**src/core/align_pkg.sv**
```systemverilog
/*
 Shared constants for the output alignment and reset control block:
 register offsets, field positions, reset values, timing counts, states.
 Assumes a 250 MHz channel-divider input clock drives the block.
*/
package align_pkg;
	localparam int ADDR_W     = 12;
	localparam int DATA_W     = 8;
	localparam int NUM_CH     = 4;
	localparam int OUT_PER_CH = 3;
	localparam int NUM_OUT    = 12;
	localparam int CNT_W      = 4;

	localparam logic [11:0] A_SERIAL_CFG = 12'h000;
	localparam logic [11:0] A_OUT_CTL0   = 12'h0f0;
	localparam logic [11:0] A_DIV_MN0    = 12'h190;
	localparam int          DIV_STRIDE   = 3;
	localparam logic [11:0] A_DIST_CTL   = 12'h230;
	localparam logic [11:0] A_STATUS     = 12'h231;
	localparam logic [11:0] A_UPDATE     = 12'h232;

	localparam int SR_LO       = 2;
	localparam int SR_HI       = 5;
	localparam int OC_PD       = 0;
	localparam int OC_SWING_LO = 1;
	localparam int OC_INV      = 3;
	localparam int OC_CMOS     = 4;
	localparam int OC_EN_A     = 5;
	localparam int OC_EN_B     = 6;
	localparam int OC_INV_B    = 7;
	localparam int PH_BH       = 4;
	localparam int PH_SKIP     = 5;
	localparam int DC_PD       = 2;
	localparam int DS_SOFT_AL  = 0;
	localparam int DS_DIST_PD  = 1;
	localparam int UPD_BIT     = 0;

	localparam logic [7:0] SERIAL_CFG_RST = 8'h00;
	localparam logic [7:0] OUT_CTL_RST    = 8'h64;
	localparam logic [7:0] DIV_MN_RST     = 8'h00;
	localparam logic [7:0] DIV_PH_RST     = 8'h00;
	localparam logic [7:0] DIV_CTL_RST    = 8'h00;
	localparam logic [7:0] DIST_CTL_RST   = 8'h00;
	localparam logic [4:0] PIN_IDLE       = 5'h07;

	localparam int CLK_MHZ       = 250;
	localparam int POR_ALIGN_MS  = 50;
	localparam int POR_TOGGLE_MS = 70;
	localparam int HW_NVM_MS     = 20;
	localparam int HW_PLAIN_NS   = 2000;
	localparam int POR_ALIGN_CYC  = POR_ALIGN_MS * CLK_MHZ * 1000;
	localparam int POR_TOGGLE_CYC = POR_TOGGLE_MS * CLK_MHZ * 1000;
	localparam int HW_NVM_CYC     = HW_NVM_MS * CLK_MHZ * 1000;
	localparam int HW_PLAIN_CYC   = HW_PLAIN_NS * CLK_MHZ / 1000;
	localparam int SYNC_PIPE_CYC  = 14;
	localparam int TMR_W          = 26;

	typedef enum logic [3:0] {
		ST_POR  = 4'b0001,
		ST_HOLD = 4'b0010,
		ST_WAIT = 4'b0100,
		ST_RUN  = 4'b1000
	} rst_state_e;
endpackage

```
**src/core/channel_divider.sv**
```systemverilog
/*
 One channel divider with coarse phase offset and alignment preset.
 Assumes hold and start come from the same clock; start follows hold's release.
*/
`timescale 1ns/1ps
module channel_divider (
	input  wire logic                       clk,
	input  wire logic                       rst,
	input  wire logic                       hold,
	input  wire logic                       start,
	input  wire logic [align_pkg::CNT_W-1:0] low_cnt,
	input  wire logic [align_pkg::CNT_W-1:0] high_cnt,
	input  wire logic                       begin_high_flag,
	input  wire logic [3:0]                 phase_shift_field,
	output logic                            clk_out
);
	import align_pkg::*;

	logic [CNT_W-1:0] m_q;
	logic [CNT_W-1:0] n_q;
	logic [5:0]       delay;
	logic [5:0]       dcnt;
	logic [CNT_W-1:0] cnt;
	logic             armed;
	logic             run;
	logic [4:0]       phi;

	// Counts are latched only while held and offsets only at start, so new offsets wait for alignment
	always_comb begin
		phi = {begin_high_flag, phase_shift_field};
		if (phi <= 5'h0f)
			delay = {1'b0, phi};
		else
			// Real low count M is one above the stored field, so add two
			delay = {2'h0, phase_shift_field} + {2'h0, m_q} + 6'h02;
	end

	always_ff @(posedge clk or posedge rst) begin
		if (rst) begin
			clk_out <= 1'b0;
			m_q     <= '0;
			n_q     <= '0;
			dcnt    <= '0;
			cnt     <= '0;
			armed   <= 1'b0;
			run     <= 1'b1;
		end else if (hold) begin
			clk_out <= begin_high_flag;
			m_q     <= low_cnt;
			n_q     <= high_cnt;
			armed   <= 1'b0;
			run     <= 1'b0;
		end else if (start) begin
			armed <= 1'b1;
			dcnt  <= delay;
		end else if (armed) begin
			if (dcnt == 6'h00) begin
				armed   <= 1'b0;
				run     <= 1'b1;
				clk_out <= 1'b1;
				cnt     <= n_q;
			end else begin
				dcnt <= dcnt - 6'h01;
			end
		end else if (run) begin
			if (cnt == '0) begin
				clk_out <= ~clk_out;
				cnt     <= clk_out ? m_q : n_q;
			end else begin
				cnt <= cnt - 1'b1;
			end
		end
	end
endmodule

```
**src/core/output_align_and_reset_control.sv**
```systemverilog
/*
 Output alignment, driver configuration and reset sequencing for four
 channel dividers feeding twelve grouped outputs.
 Assumes clk is the channel-divider input clock; pins are asynchronous.
*/
`timescale 1ns/1ps
module output_align_and_reset_control #(
	parameter int POR_ALIGN  = align_pkg::POR_ALIGN_CYC,
	parameter int POR_TOGGLE = align_pkg::POR_TOGGLE_CYC,
	parameter int HW_NVM     = align_pkg::HW_NVM_CYC
) (
	input  wire logic                         clk,
	input  wire logic                         rst,
	input  wire logic [align_pkg::ADDR_W-1:0] addr,
	input  wire logic [align_pkg::DATA_W-1:0] wdata,
	input  wire logic                         wr,
	input  wire logic                         rd,
	output logic      [align_pkg::DATA_W-1:0] rdata,
	input  wire logic                         sync_req_n,
	input  wire logic                         reset_req_n,
	input  wire logic                         sleep_request_n,
	input  wire logic                         nvm_select,
	input  wire logic                         sclk,
	input  wire logic                         vco_cal_busy,
	output logic                              nvm_load_req,
	output logic                              align_active,
	output logic      [align_pkg::NUM_OUT-1:0] diff_out,
	output logic      [align_pkg::NUM_OUT-1:0] diff_on,
	output logic      [align_pkg::NUM_OUT-1:0] diff_safe_pd,
	output logic                              diff_total_pd,
	output logic      [2*align_pkg::NUM_OUT-1:0] diff_swing,
	output logic      [align_pkg::NUM_OUT-1:0] cmos_a,
	output logic      [align_pkg::NUM_OUT-1:0] cmos_a_oe,
	output logic      [align_pkg::NUM_OUT-1:0] cmos_b,
	output logic      [align_pkg::NUM_OUT-1:0] cmos_b_oe
);
	import align_pkg::*;

	logic [4:0]        pin_s1;
	logic [4:0]        pin_s2;
	logic              sync_s;
	logic              reset_s;
	logic              sleep_s;
	logic              nvm_s;
	logic              sclk_s;
	logic              sclk_d;
	logic              sclk_rise;
	logic [7:0]        serial_cfg;
	logic [7:0]        out_ctl [NUM_OUT];
	logic [7:0]        div_reg [NUM_CH][DIV_STRIDE]; // Counts, phase, control
	logic [7:0]        dist_stage;
	logic [7:0]        dist_act;
	logic              soft_rst;
	logic              soft_set;
	logic              restore;
	logic              hit_out;
	logic [3:0]        out_idx;
	logic              hit_div;
	logic [1:0]        div_idx;
	logic [1:0]        div_sub;
	logic [7:0]        rd_mux;
	rst_state_e        state;
	logic [TMR_W-1:0]  tmr;
	logic [TMR_W-1:0]  wait_len;
	logic              align_req;
	logic              align_d;
	logic              pipe_busy;
	logic [4:0]        pipe_cnt;
	logic              restart;
	logic              quiet;
	logic [NUM_CH-1:0] ch_clk;

	// Order: {sclk, nvm_select, sleep, reset, sync}
	always_ff @(posedge clk or posedge rst) begin
		if (rst) begin
			pin_s1 <= PIN_IDLE;
			pin_s2 <= PIN_IDLE;
			sclk_d <= 1'b0;
		end else begin
			pin_s1 <= {sclk, nvm_select, sleep_request_n, reset_req_n, sync_req_n};
			pin_s2 <= pin_s1;
			sclk_d <= sclk_s;
		end
	end

	assign {sclk_s, nvm_s, sleep_s, reset_s, sync_s} = pin_s2;
	assign sclk_rise = sclk_s & ~sclk_d;

	always_comb begin
		hit_out = 1'b0;
		out_idx = 4'h0;
		hit_div = 1'b0;
		div_idx = 2'h0;
		div_sub = 2'h0;
		for (int i = 0; i < NUM_OUT; i++) begin
			if (addr == A_OUT_CTL0 + ADDR_W'(i)) begin
				hit_out = 1'b1;
				out_idx = 4'(i);
			end
		end
		for (int c = 0; c < NUM_CH; c++) begin
			for (int s = 0; s < DIV_STRIDE; s++) begin
				if (addr == A_DIV_MN0 + ADDR_W'(c * DIV_STRIDE + s)) begin
					hit_div = 1'b1;
					div_idx = 2'(c);
					div_sub = 2'(s);
				end
			end
		end
	end

	assign soft_set = wr && addr == A_SERIAL_CFG && wdata[SR_LO] && wdata[SR_HI];
	assign restore  = (state == ST_HOLD) || soft_set;

	// Soft reset holds until a further rising serial clock edge; a new set wins
	always_ff @(posedge clk or posedge rst) begin
		if (rst)
			soft_rst <= 1'b0;
		else if (soft_set)
			soft_rst <= 1'b1;
		else if (sclk_rise)
			soft_rst <= 1'b0;
	end

	always_ff @(posedge clk or posedge rst) begin
		if (rst)
			serial_cfg <= SERIAL_CFG_RST;
		else if (state == ST_HOLD)
			serial_cfg <= SERIAL_CFG_RST;
		else if (wr && addr == A_SERIAL_CFG) begin
			serial_cfg         <= wdata;
			serial_cfg[SR_LO]  <= 1'b0;
			serial_cfg[SR_HI]  <= 1'b0;
		end
	end

	always_ff @(posedge clk or posedge rst) begin
		if (rst) begin
			for (int i = 0; i < NUM_OUT; i++)
				out_ctl[i] <= OUT_CTL_RST;
			for (int c = 0; c < NUM_CH; c++)
				div_reg[c] <= '{DIV_MN_RST, DIV_PH_RST, DIV_CTL_RST};
			dist_stage <= DIST_CTL_RST;
			dist_act   <= DIST_CTL_RST;
		end else if (restore) begin
			for (int i = 0; i < NUM_OUT; i++)
				out_ctl[i] <= OUT_CTL_RST;
			for (int c = 0; c < NUM_CH; c++)
				div_reg[c] <= '{DIV_MN_RST, DIV_PH_RST, DIV_CTL_RST};
			dist_stage <= DIST_CTL_RST;
			dist_act   <= DIST_CTL_RST;
		end else if (wr) begin
			if (hit_out)
				out_ctl[out_idx] <= wdata;
			if (hit_div)
				div_reg[div_idx][div_sub] <= wdata;
			if (addr == A_DIST_CTL)
				dist_stage <= wdata;
			// Soft-align changes only reach the logic through the update command
			if (addr == A_UPDATE && wdata[UPD_BIT])
				dist_act <= dist_stage;
		end
	end

	always_comb begin
		rd_mux = 8'h00;
		if (addr == A_SERIAL_CFG) begin
			rd_mux        = serial_cfg;
			rd_mux[SR_LO] = soft_rst;
			rd_mux[SR_HI] = soft_rst;
		end else if (hit_out)
			rd_mux = out_ctl[out_idx];
		else if (hit_div)
			rd_mux = div_reg[div_idx][div_sub];
		else if (addr == A_DIST_CTL)
			rd_mux = dist_stage;
		else if (addr == A_STATUS)
			rd_mux = {state, 1'b0, pipe_busy, soft_rst, align_active};
	end

	always_ff @(posedge clk or posedge rst) begin
		if (rst)
			rdata <= 8'h00;
		else if (rd)
			rdata <= rd_mux;
		else
			rdata <= 8'h00;
	end

	// Power-on and pin reset sequencing
	always_ff @(posedge clk or posedge rst) begin
		if (rst) begin
			state    <= ST_POR;
			tmr      <= '0;
			wait_len <= '0;
		end else begin
			case (state)
				ST_POR: begin
					if (!reset_s)
						state <= ST_HOLD;
					else if (tmr == TMR_W'(POR_ALIGN - 1)) begin
						state    <= ST_WAIT;
						tmr      <= '0;
						wait_len <= TMR_W'(POR_TOGGLE - POR_ALIGN);
					end else
						tmr <= tmr + 1'b1;
				end
				ST_HOLD: begin
					if (reset_s) begin
						state    <= ST_WAIT;
						tmr      <= '0;
						wait_len <= nvm_s ? TMR_W'(HW_NVM) : TMR_W'(HW_PLAIN_CYC);
					end
				end
				ST_WAIT: begin
					if (!reset_s)
						state <= ST_HOLD;
					else if (tmr + 1'b1 >= wait_len)
						state <= ST_RUN;
					else
						tmr <= tmr + 1'b1;
				end
				ST_RUN: begin
					if (!reset_s)
						state <= ST_HOLD;
				end
				default: state <= ST_POR;
			endcase
		end
	end

	always_ff @(posedge clk or posedge rst) begin
		if (rst)
			nvm_load_req <= 1'b0;
		else
			nvm_load_req <= nvm_s && ((state == ST_POR && tmr == TMR_W'(4))
				|| (state == ST_HOLD && reset_s) || (soft_rst && sclk_rise));
	end

	assign quiet = (state != ST_RUN);

	// Any source holds the request; its release starts the restart pipeline
	assign align_req = !sync_s
		|| dist_act[DS_SOFT_AL] || dist_act[DS_DIST_PD]
		|| soft_rst
		|| !sleep_s || state == ST_POR || state == ST_HOLD
		|| vco_cal_busy;

	always_ff @(posedge clk or posedge rst) begin
		if (rst) begin
			align_d   <= 1'b1;
			pipe_busy <= 1'b0;
			pipe_cnt  <= 5'h00;
			restart   <= 1'b0;
		end else begin
			align_d <= align_req;
			restart <= 1'b0;
			if (align_req) begin
				pipe_busy <= 1'b0;
			end else if (align_d) begin
				pipe_busy <= 1'b1;
				pipe_cnt  <= 5'h00;
			end else if (pipe_busy) begin
				// Counting 0 to SYNC_PIPE_CYC - 1 keeps the pipeline busy for exactly 14 cycles
				if (pipe_cnt == 5'(SYNC_PIPE_CYC - 1)) begin
					pipe_busy <= 1'b0;
					restart   <= 1'b1;
				end else
					pipe_cnt <= pipe_cnt + 5'h01;
			end
		end
	end

	assign align_active = align_req || pipe_busy || align_d;

	genvar c;
	generate
		for (c = 0; c < NUM_CH; c++) begin : g_ch
			channel_divider u_div (
				.clk               (clk),
				.rst               (rst),
				.hold              (align_active && !div_reg[c][1][PH_SKIP]),
				.start             (restart && !div_reg[c][1][PH_SKIP]),
				.low_cnt           (div_reg[c][0][7:4]),
				.high_cnt          (div_reg[c][0][3:0]),
				.begin_high_flag   (div_reg[c][1][PH_BH]),
				.phase_shift_field (div_reg[c][1][3:0]),
				.clk_out           (ch_clk[c])
			);
		end
	endgenerate

	always_ff @(posedge clk or posedge rst) begin
		if (rst)
			diff_total_pd <= 1'b0;
		else
			diff_total_pd <= dist_act[DS_DIST_PD];
	end

	genvar o;
	generate
		for (o = 0; o < NUM_OUT; o++) begin : g_out
			logic [7:0] oc;
			logic       ch_pd;
			logic       safe;
			logic       src;
			logic       off;
			assign oc    = out_ctl[o];
			assign ch_pd = div_reg[o / OUT_PER_CH][2][DC_PD];
			assign safe  = oc[OC_PD] || ch_pd || !sleep_s;
			assign src   = ch_clk[o / OUT_PER_CH] && !ch_pd;
			assign off   = safe || dist_act[DS_DIST_PD] || quiet;

			always_ff @(posedge clk or posedge rst) begin
				if (rst) begin
					diff_out[o]         <= 1'b0;
					diff_on[o]          <= 1'b0;
					diff_safe_pd[o]     <= 1'b0;
					diff_swing[2*o +: 2] <= 2'h0;
					cmos_a[o]           <= 1'b0;
					cmos_a_oe[o]        <= 1'b0;
					cmos_b[o]           <= 1'b0;
					cmos_b_oe[o]        <= 1'b0;
				end else begin
					diff_out[o]         <= src ^ oc[OC_INV];
					diff_on[o]          <= !oc[OC_CMOS] && !off;
					diff_safe_pd[o]     <= safe && !dist_act[DS_DIST_PD];
					diff_swing[2*o +: 2] <= oc[OC_SWING_LO +: 2];
					cmos_a[o]           <= src ^ oc[OC_INV];
					cmos_b[o]           <= src ^ oc[OC_INV_B];
					cmos_a_oe[o]        <= oc[OC_CMOS] && oc[OC_EN_A] && !off;
					cmos_b_oe[o]        <= oc[OC_CMOS] && oc[OC_EN_B] && !off;
				end
			end
		end
	endgenerate
endmodule

```
**config.mk**
```make
export PLATFORM = sky130hd
export DESIGN_NAME = output_align_and_reset_control
export DESIGN_NICKNAME = d
export VERILOG_FILES = /design/src/core/align_pkg.sv /design/src/core/channel_divider.sv /design/src/core/output_align_and_reset_control.sv
export SDC_FILE = /design/constraint.sdc
export NUM_CORES = 1
export LEC_CHECK = 0
export ABC_CLOCK_PERIOD_IN_PS = 48400
export BUFFER_PORTS_ARGS = -buffer_cell sky130_fd_sc_hd__buf_2
export CAP_MARGIN = 20
export CORE_ASPECT_RATIO = 0.5
export CORE_MARGIN = 2
export CORE_UTILIZATION = 43
export CTS_BUF_LIST = sky130_fd_sc_hd__clkbuf_4
export DETAILED_ROUTE_END_ITERATION = 10
export GPL_TIMING_DRIVEN = 1
export PLACE_DENSITY = 0.6
export SLEW_MARGIN = 20
export SYNTH_ARGS = -nofsm -noshare
export SYNTH_HDL_FRONTEND = slang
export SYNTH_SLANG_ARGS = --single-unit
```
**constraint.sdc**
```tcl
create_clock -name clk -period 48.4 [get_ports clk]
set_input_delay 9.68 -clock clk [delete_from_list [all_inputs] [get_ports clk]]
set_output_delay 9.68 -clock clk [all_outputs]
set_load 0.1 [all_outputs]
```
==> impl_results.md, run 1 <==
* CTS sink cnt at ~450
* Area grow syn2layout at 11.4%
* Crit-path max cell delay at 0.51 ns
* DP Area at roughly 24000 um2
* Min cycle time layout at 21.15 ns
* Crit Reg-Reg Endpoint: tmr[15]$_DFFE_PP0P_
* Post-Synthesis Cells at 2319
* Crit Path Max Fanout at 11
* Worst slew margin at 0.235
* Area fraction of the dominant cell type after synthesis at 0.446
* Hold Vio Cnt, Final at 0
* Residual DRC at 0
* Chip height at between 150 and 200 um
* Root Buffer: clkbuf_4
* Setup slack, reg-to-reg at about 43 ns
* Final setup fails at 0
* Clk_skew at slightly above 0.05 ns
* Clk pin slew, worst setup/hold paths at roughly 0.07 ns
* HP Class: reg -> reg
* Fraction of layout cells with a size suffix above 1 at 0.184
* Worst hold start: pin_s1[3]$_DFF_PP0_
* Total Nets Final at between 2000 and 3000
* Final period util at 0.437
* DRT Pass-1 Iters at 7
* Row count at 59
* Critical path cell sequence: buf_2 -> nand2b_1 -> nor4_2 -> nor3b_2 -> buf_4 -> inv_1 -> buf_2
* CTS tree: built
* Pwr per Cell Area at between 30 and 40 nW/um2
* Setup TNS at 0 ns
* CTS Buffer Depth at 3
* Slowest CP cell: nor4_2
* Vias in the first global route at between 15000 and 20000
* Outcome: completed
* CP Launch Type: input pin
* Die Footprint at roughly 55000 um2
* Crit. End Element: output pin
* Post-DP HPWL at 43.5 mm
* Final Power at ~0.9 mW
* EDFF count, synth at 0
* Hold_buf cts at 0
* Core region area at 52000 um2
* Grt ovf at 0
* Post-synthesis instance area at 22600 um2
* Main synth FF type: dfrtp_1
* Seq. cell area at between 10000 and 15000 um2
* Initial antenna violation count at 3
* Max Clk Rate at 47.3 MHz
* Syn_nets at 2400
* Post-synth ARST share at 1.00
* Hold path depth at 0
* YS warnings at 0
* Overall Global Routing Usage at 0.240
* Ranking of synthesized cells by area: dfrtp_1 45%, mux2i_1 6.5%, dfstp_2 5.6%
* Max-Cap Viols at 0
* First-pass GRT wire length at about 100 mm
* DR iter-0 viols at about 1800
* GP Congestion at a little over 0.9
* Buf/Inv on CP at 4
* Worst Path Arrival at roughly 11 ns
* Die width at roughly 330 um
* WL final at 65.7 mm
* Seq/Total Area, Yosys at 0.501
* Post-CTS setup buffers at 0
* R2R depth at 14
* Crit path required time at slightly below 40 ns
* Vias per cell at 5.65
* Detail Route Antenna Nets at 0
* Initial Util at 0.435
* Ports at 149
* Fin. max-slew vios at 0
* Synth Area per Inst at slightly below 10 um2
* Area occupied by multi-input gates at around 10000 um2
* DR vias at around 18000
* Unrepaired setup endpoints after global routing: false
* Yosys reg bits at ~450
* Worst path top cell family by delay: simple AND/OR/NAND/NOR gates
* Final Cell Area at between 20000 and 30000 um2
* TritonCTS Buffers at 108
* Cts repair resizes at 0
* Worst Tran Pin Value at ~1.1 ns
* Unique masters post-synth at 84
* WS Path Type: in -> out
* Pin count of the biggest net entering global routing at 175
* Wirelength per Cell at approximately 20 um
* Post-synth top area cell: dfrtp_1
* Worst skew pair latency at about 0.85 ns
* P_leak at between 10 and 15 nW
* R2r startpoint: tmr[5]$_DFFE_PP0P_
* Hold-critical path endpoint: pin_s2[3]$_DFF_PP0_
* H-tree Lvls at 3
* Filler cells at 5018
* Crit-path most repeated cell: buf_2
* Peak VDD IR at ~0.027 mV
* Port bufs at approximately 150
-- metal layers --
layer	vias up	share of wire	track usage	routed length, um
li1	8500	-	-	-
met2	657	0.48	0.383	31300
met4	0	0.026	0.0828	1740
met3	135	0.072	0.0538	4710
met1	9028	0.43	0.324	28000
met5	-	0	0	0
-- area by class of cell --
class | count | share of cell area
Antenna cell | 2 | 0.000199
Clock buffer | 162 | 0.0482
Clock inverter | 43 | 0.00849
Sequential cell | 451 | 0.450
Tap cell | 701 | 0.0348
Inverter | 50 | 0.00774
Multi-Input combinational cell | 1666 | 0.414
Timing Repair Buffer | 167 | 0.0368
-- cells in the final DEF (no fill, tap or decap), types with 7 or more instances in the layout --
cell,instances
nor3_1,41
a21oi_1,186
buf_4,16
o221ai_1,29
a211oi_1,7
a21o_1,14
mux4_2,8
nand2_1,259
nor2b_1,8
and2_1,11
nand4_1,15
inv_1,49
nand3b_1,8
mux2i_1,147
nor4_1,12
mux2_2,33
o211ai_1,16
or3_1,10
clkinv_1,27
xnor2_1,48
ha_1,47
and3_1,38
o31ai_1,8
nand3_1,81
o21ai_1,8
o2111ai_1,7
a22o_1,10
o21ai_0,97
clkbuf_4,162
dfrtp_1,403
a31oi_1,12
buf_2,148
a222oi_1,12
nand2b_1,34
o22ai_1,20
clkinv_2,10
xor2_1,14
nor2_1,313
dfstp_2,48
-- cell families after synthesis --
family	share of synthesized area
compound gates	0.135
xor+xnor	0.0240
fa+ha+maj	0.0295
buf+inv	0.0392
flops	0.501
mux	0.0894
simple gates	0.182
-- metrics by stage --
step / utilization / setup WS (ns) / cells / hold WS (ns)
global route: 0.485 / 27.10 / 3241 / 0.360
global placement: 0.457 / 27.29 / 3034 / 0.333
detailed placement: 0.457 / 27.27 / 3034 / 0.337
CTS: 0.484 / 27.25 / 3239 / 0.357
finish: 0.485 / 27.25 / 3242 / 0.351
floorplan: - / 26.23 / 2319 / 0.331
-- synthesized netlist by cell type (all sizes together), types with 4 or more instances --
master	number
dfrtp	403
a22oi	4
a32oi	4
nand4b	4
ha	47
and2	14
nor4b	4
nand4	18
nand3b	8
mux2i	147
nor4	17
nand3	82
or4	6
nand2	259
a31oi	14
clkbuf	75
xnor2	48
nor3b	8
nor2b	8
and3	38
o21a	5
o221ai	29
mux4	8
buf	77
or3	10
a21oi	186
nand2b	35
o31ai	13
a21o	14
a22o	10
nor3	43
mux2	33
o21ai	105
a211oi	7
o2111ai	7
or2	7
o22ai	20
o211ai	16
xor2	14
nor2	316
a222oi	12
fa	4
inv	50
dfstp	48
-- report_power, final --
group / internal (mW) / leakage (nW) / total, mW / switching (mW)
clock network: 0.160 / 0.858 / 0.322 / 0.162
logic: 0.0356 / 5.33 / 0.143 / 0.107
registers: 0.398 / 5.96 / 0.417 / 0.0185
total: 0.594 / 12.1 / 0.882 / 0.288
-- how the worst max path moves through the flow --
stage | from | to | slack (ns) | cells past startpoint
5_1_grt | vco_cal_busy | align_active | 27.10 | 7
6_report | vco_cal_busy | align_active | 27.25 | 7
3_3_place_gp | vco_cal_busy | align_active | 27.29 | 7
2_1_floorplan | rst | cmos_a[0]$_DFF_PP0_ | 26.23 | 1
3_5_place_dp | vco_cal_busy | align_active | 27.27 | 7
4_1_cts | vco_cal_busy | align_active | 27.25 | 7
No activity file was read; power rests on OpenSTA's default activity.
==> inputs of run 2 (changes only) <==
--- a/config.mk
+++ b/config.mk
@@ -5,7 +5,7 @@
 export SDC_FILE = /design/constraint.sdc
 export NUM_CORES = 1
 export LEC_CHECK = 0
-export ABC_CLOCK_PERIOD_IN_PS = 48400
+export ABC_CLOCK_PERIOD_IN_PS = 18600
 export BUFFER_PORTS_ARGS = -buffer_cell sky130_fd_sc_hd__buf_2
 export CAP_MARGIN = 20
 export CORE_ASPECT_RATIO = 0.5
@@ -14,7 +14,7 @@
 export CTS_BUF_LIST = sky130_fd_sc_hd__clkbuf_4
 export DETAILED_ROUTE_END_ITERATION = 10
 export GPL_TIMING_DRIVEN = 1
-export PLACE_DENSITY = 0.6
+export PLACE_DENSITY = 0.62
 export SLEW_MARGIN = 20
 export SYNTH_ARGS = -nofsm -noshare
 export SYNTH_HDL_FRONTEND = slang
==> constraint.sdc (replaced) <==
create_clock -name clk -period 18.6 [get_ports clk]
set_input_delay 3.72 -clock clk [delete_from_list [all_inputs] [get_ports clk]]
set_output_delay 3.72 -clock clk [all_outputs]
set_load 0.1 [all_outputs]
==> impl_results.md, run 2 (synthesis gave the netlist of run 1 again) <==
* Worst slew margin at 0.247 (was 0.235)
* Hold_buf cts at 0 (unchanged)
* Final setup fails at 0 (unchanged)
* First-pass GRT wire length at 103 mm (about the same)
* Pwr per Cell Area at 89.3 nW/um2 (was 35.0 nW/um2)
* Total Nets Final at 2530 (was 2525)
* Area grow syn2layout at 11.0% (was 11.4%)
* CTS Buffer Depth at 3 (unchanged)
* Vias in the first global route at 17900 (was 18100)
* Min cycle time layout at slightly above 9 ns
* TritonCTS Buffers at 106 (was 108)
* Detail Route Antenna Nets at 0 (unchanged)
* Max Clk Rate at approximately 110 MHz
* Wirelength per Cell at 20.1 um (was 20.3 um)
* CP Launch Type: input pin (unchanged)
* Row count at 59 (unchanged)
* Root Buffer: clkbuf_4 (unchanged)
* Fin. max-slew vios at 0 (unchanged)
* GP Congestion at 0.906 (was 0.919)
* R2r startpoint: tmr[5]$_DFFE_PP0P_ (unchanged)
* Outcome: completed (unchanged)
* Crit path required time at 14.88 ns (was 38.72 ns)
* Filler cells at 4950 (was 5018)
* Setup TNS at 0 ns (unchanged)
* Commonest non-fill, non-tap cell in the layout: dfrtp_1 (unchanged)
* Peak VDD IR at 0.0593 mV (was 0.0267 mV)
* Port bufs at 148 (unchanged)
* Hold Vio Cnt, Final at 0 (unchanged)
* DR iter-0 viols at 1819 (was 1843)
* Post-CTS setup buffers at 0 (unchanged)
* Start point of the critical path: vco_cal_busy (unchanged)
* Grt ovf at 0 (unchanged)
* DRT Pass-1 Iters at 8 (was 7)
* Final Power at 2.24 mW (was 0.882 mW)
* Die Footprint at 54600 um2 (unchanged)
* Crit. End Element: output pin (unchanged)
* WS Path Type: in -> out (unchanged)
* Pin count of the biggest net entering global routing at 112 (was 175)
* Most frequent cells in the layout: 403 x dfrtp_1, 312 x nor2_1, 259 x nand2_1, 186 x a21oi_1, 154 x clkbuf_4 (was 403 x dfrtp_1, 313 x nor2_1, 259 x nand2_1, 186 x a21oi_1, 162 x clkbuf_4)
* H-tree Lvls at 3 (unchanged)
* Clk_skew at 0.0520 ns (was 0.0506 ns)
* CTS sink cnt at 451 (unchanged)
* Worst hold start: pin_s1[4]$_DFF_PP0_ (was pin_s1[3]$_DFF_PP0_)
* Worst Tran Pin Value at 1.12 ns (was 1.14 ns)
* Max-Cap Viols at 0 (unchanged)
* Overall Global Routing Usage at 0.239 (was 0.240)
* Initial antenna violation count at 5 (was 3)
* Worst skew pair latency at 0.85 ns (about the same)
* Die width at 328 um (unchanged)
* Fraction of layout cells with a size suffix above 1 at 0.183 (was 0.184)
* Residual DRC at 0 (unchanged)
* Ports at 149 (unchanged)
* Post-DP HPWL at 43.5 mm (about the same)
* DR vias at 18400 (was 18300)
* Cts repair resizes at 0 (unchanged)
* Core region area at 52000 um2 (unchanged)
* Chip height at 166 um (unchanged)
* Initial Util at 0.435 (unchanged)
* Final period util at 0.495
* Vias per cell at 5.68 (was 5.65)
* Clk pin slew, worst setup/hold paths at 0.06 ns (was 0.07 ns)
* Worst Path Arrival at 5.50 ns (was 11.47 ns)
* CTS tree: built (unchanged)
* Unrepaired setup endpoints after global routing: false (unchanged)
* HP Class: reg -> reg (unchanged)
* Crit Path Max Fanout at 11 (unchanged)
* WL final at 64.9 mm (was 65.7 mm)
* P_leak at 12.1 nW (about the same)
[run 2: area by class of cell]
cell class | count | area, um2 | area share
diodes | 4 | 10.0 | 0.000398
multi-input cells | 1666 | 10400 | 0.415
inverters | 50 | 195 | 0.00777
flip-flops and latches | 451 | 11300 | 0.452
well taps | 701 | 877 | 0.0349
clock inverters | 36 | 161 | 0.00642
clock buffers | 154 | 1160 | 0.0460
repair buffers | 174 | 952 | 0.0379
[run 2: power by group]
part | switching [mW] | internal (mW)
Combinational | 0.277 | 0.0903
Sequential | 0.0481 | 1.04
Clock | 0.410 | 0.382
Total | 0.736 | 1.51
[run 2: critical path, stage by stage]
cell and delay [ns]:
buf_2 0.09, nand2b_1 0.14, nor4_2 0.48, nor3b_2 0.28
buf_4 0.26, inv_1 0.17, buf_2 0.33
[run 2: path summary, 6_finish.rpt]
kind | to | slack (ns) | depth (start not counted)
max reg2reg | tmr[15]$_DFFE_PP0P_ | 13.81 | 14
max in group asynchronous | diff_swing[6]$_DFF_PP0_ | 13.50 | 4
min | pin_s2[4]$_DFF_PP0_ | 0.35 | 0
min reg2reg | pin_s2[4]$_DFF_PP0_ | 0.35 | 0
max | align_active | 9.38 | 7
min in group asynchronous | g_ch[3].u_div.dcnt[1]$_DFFE_PP0P_ | 3.04 | 2
[run 2: per-layer routing]
| metal | vias to the layer above | part of all wire | global-route usage |
|---|---|---|---|
| met2 | 699 | 0.47 | 0.377 |
| met4 | 0 | 0.029 | 0.0840 |
| met5 | - | 0 | 0 |
| li1 | 8515 | - | - |
| met1 | 9018 | 0.43 | 0.334 |
| met3 | 142 | 0.068 | 0.0409 |
[run 2: per-stage QoR]
step	cells	hold slack (ns)	worst slack (ns)	instance area, um2	utilization
floorplan	2319	0.331	2.39	22600	-
global placement	3040	0.335	9.47	23800	0.457
detailed placement	3040	0.337	9.39	23800	0.457
CTS	3230	0.352	9.37	25100	0.483
global route	3236	0.357	9.29	25100	0.483
finish	3236	0.349	9.38	25100	0.483
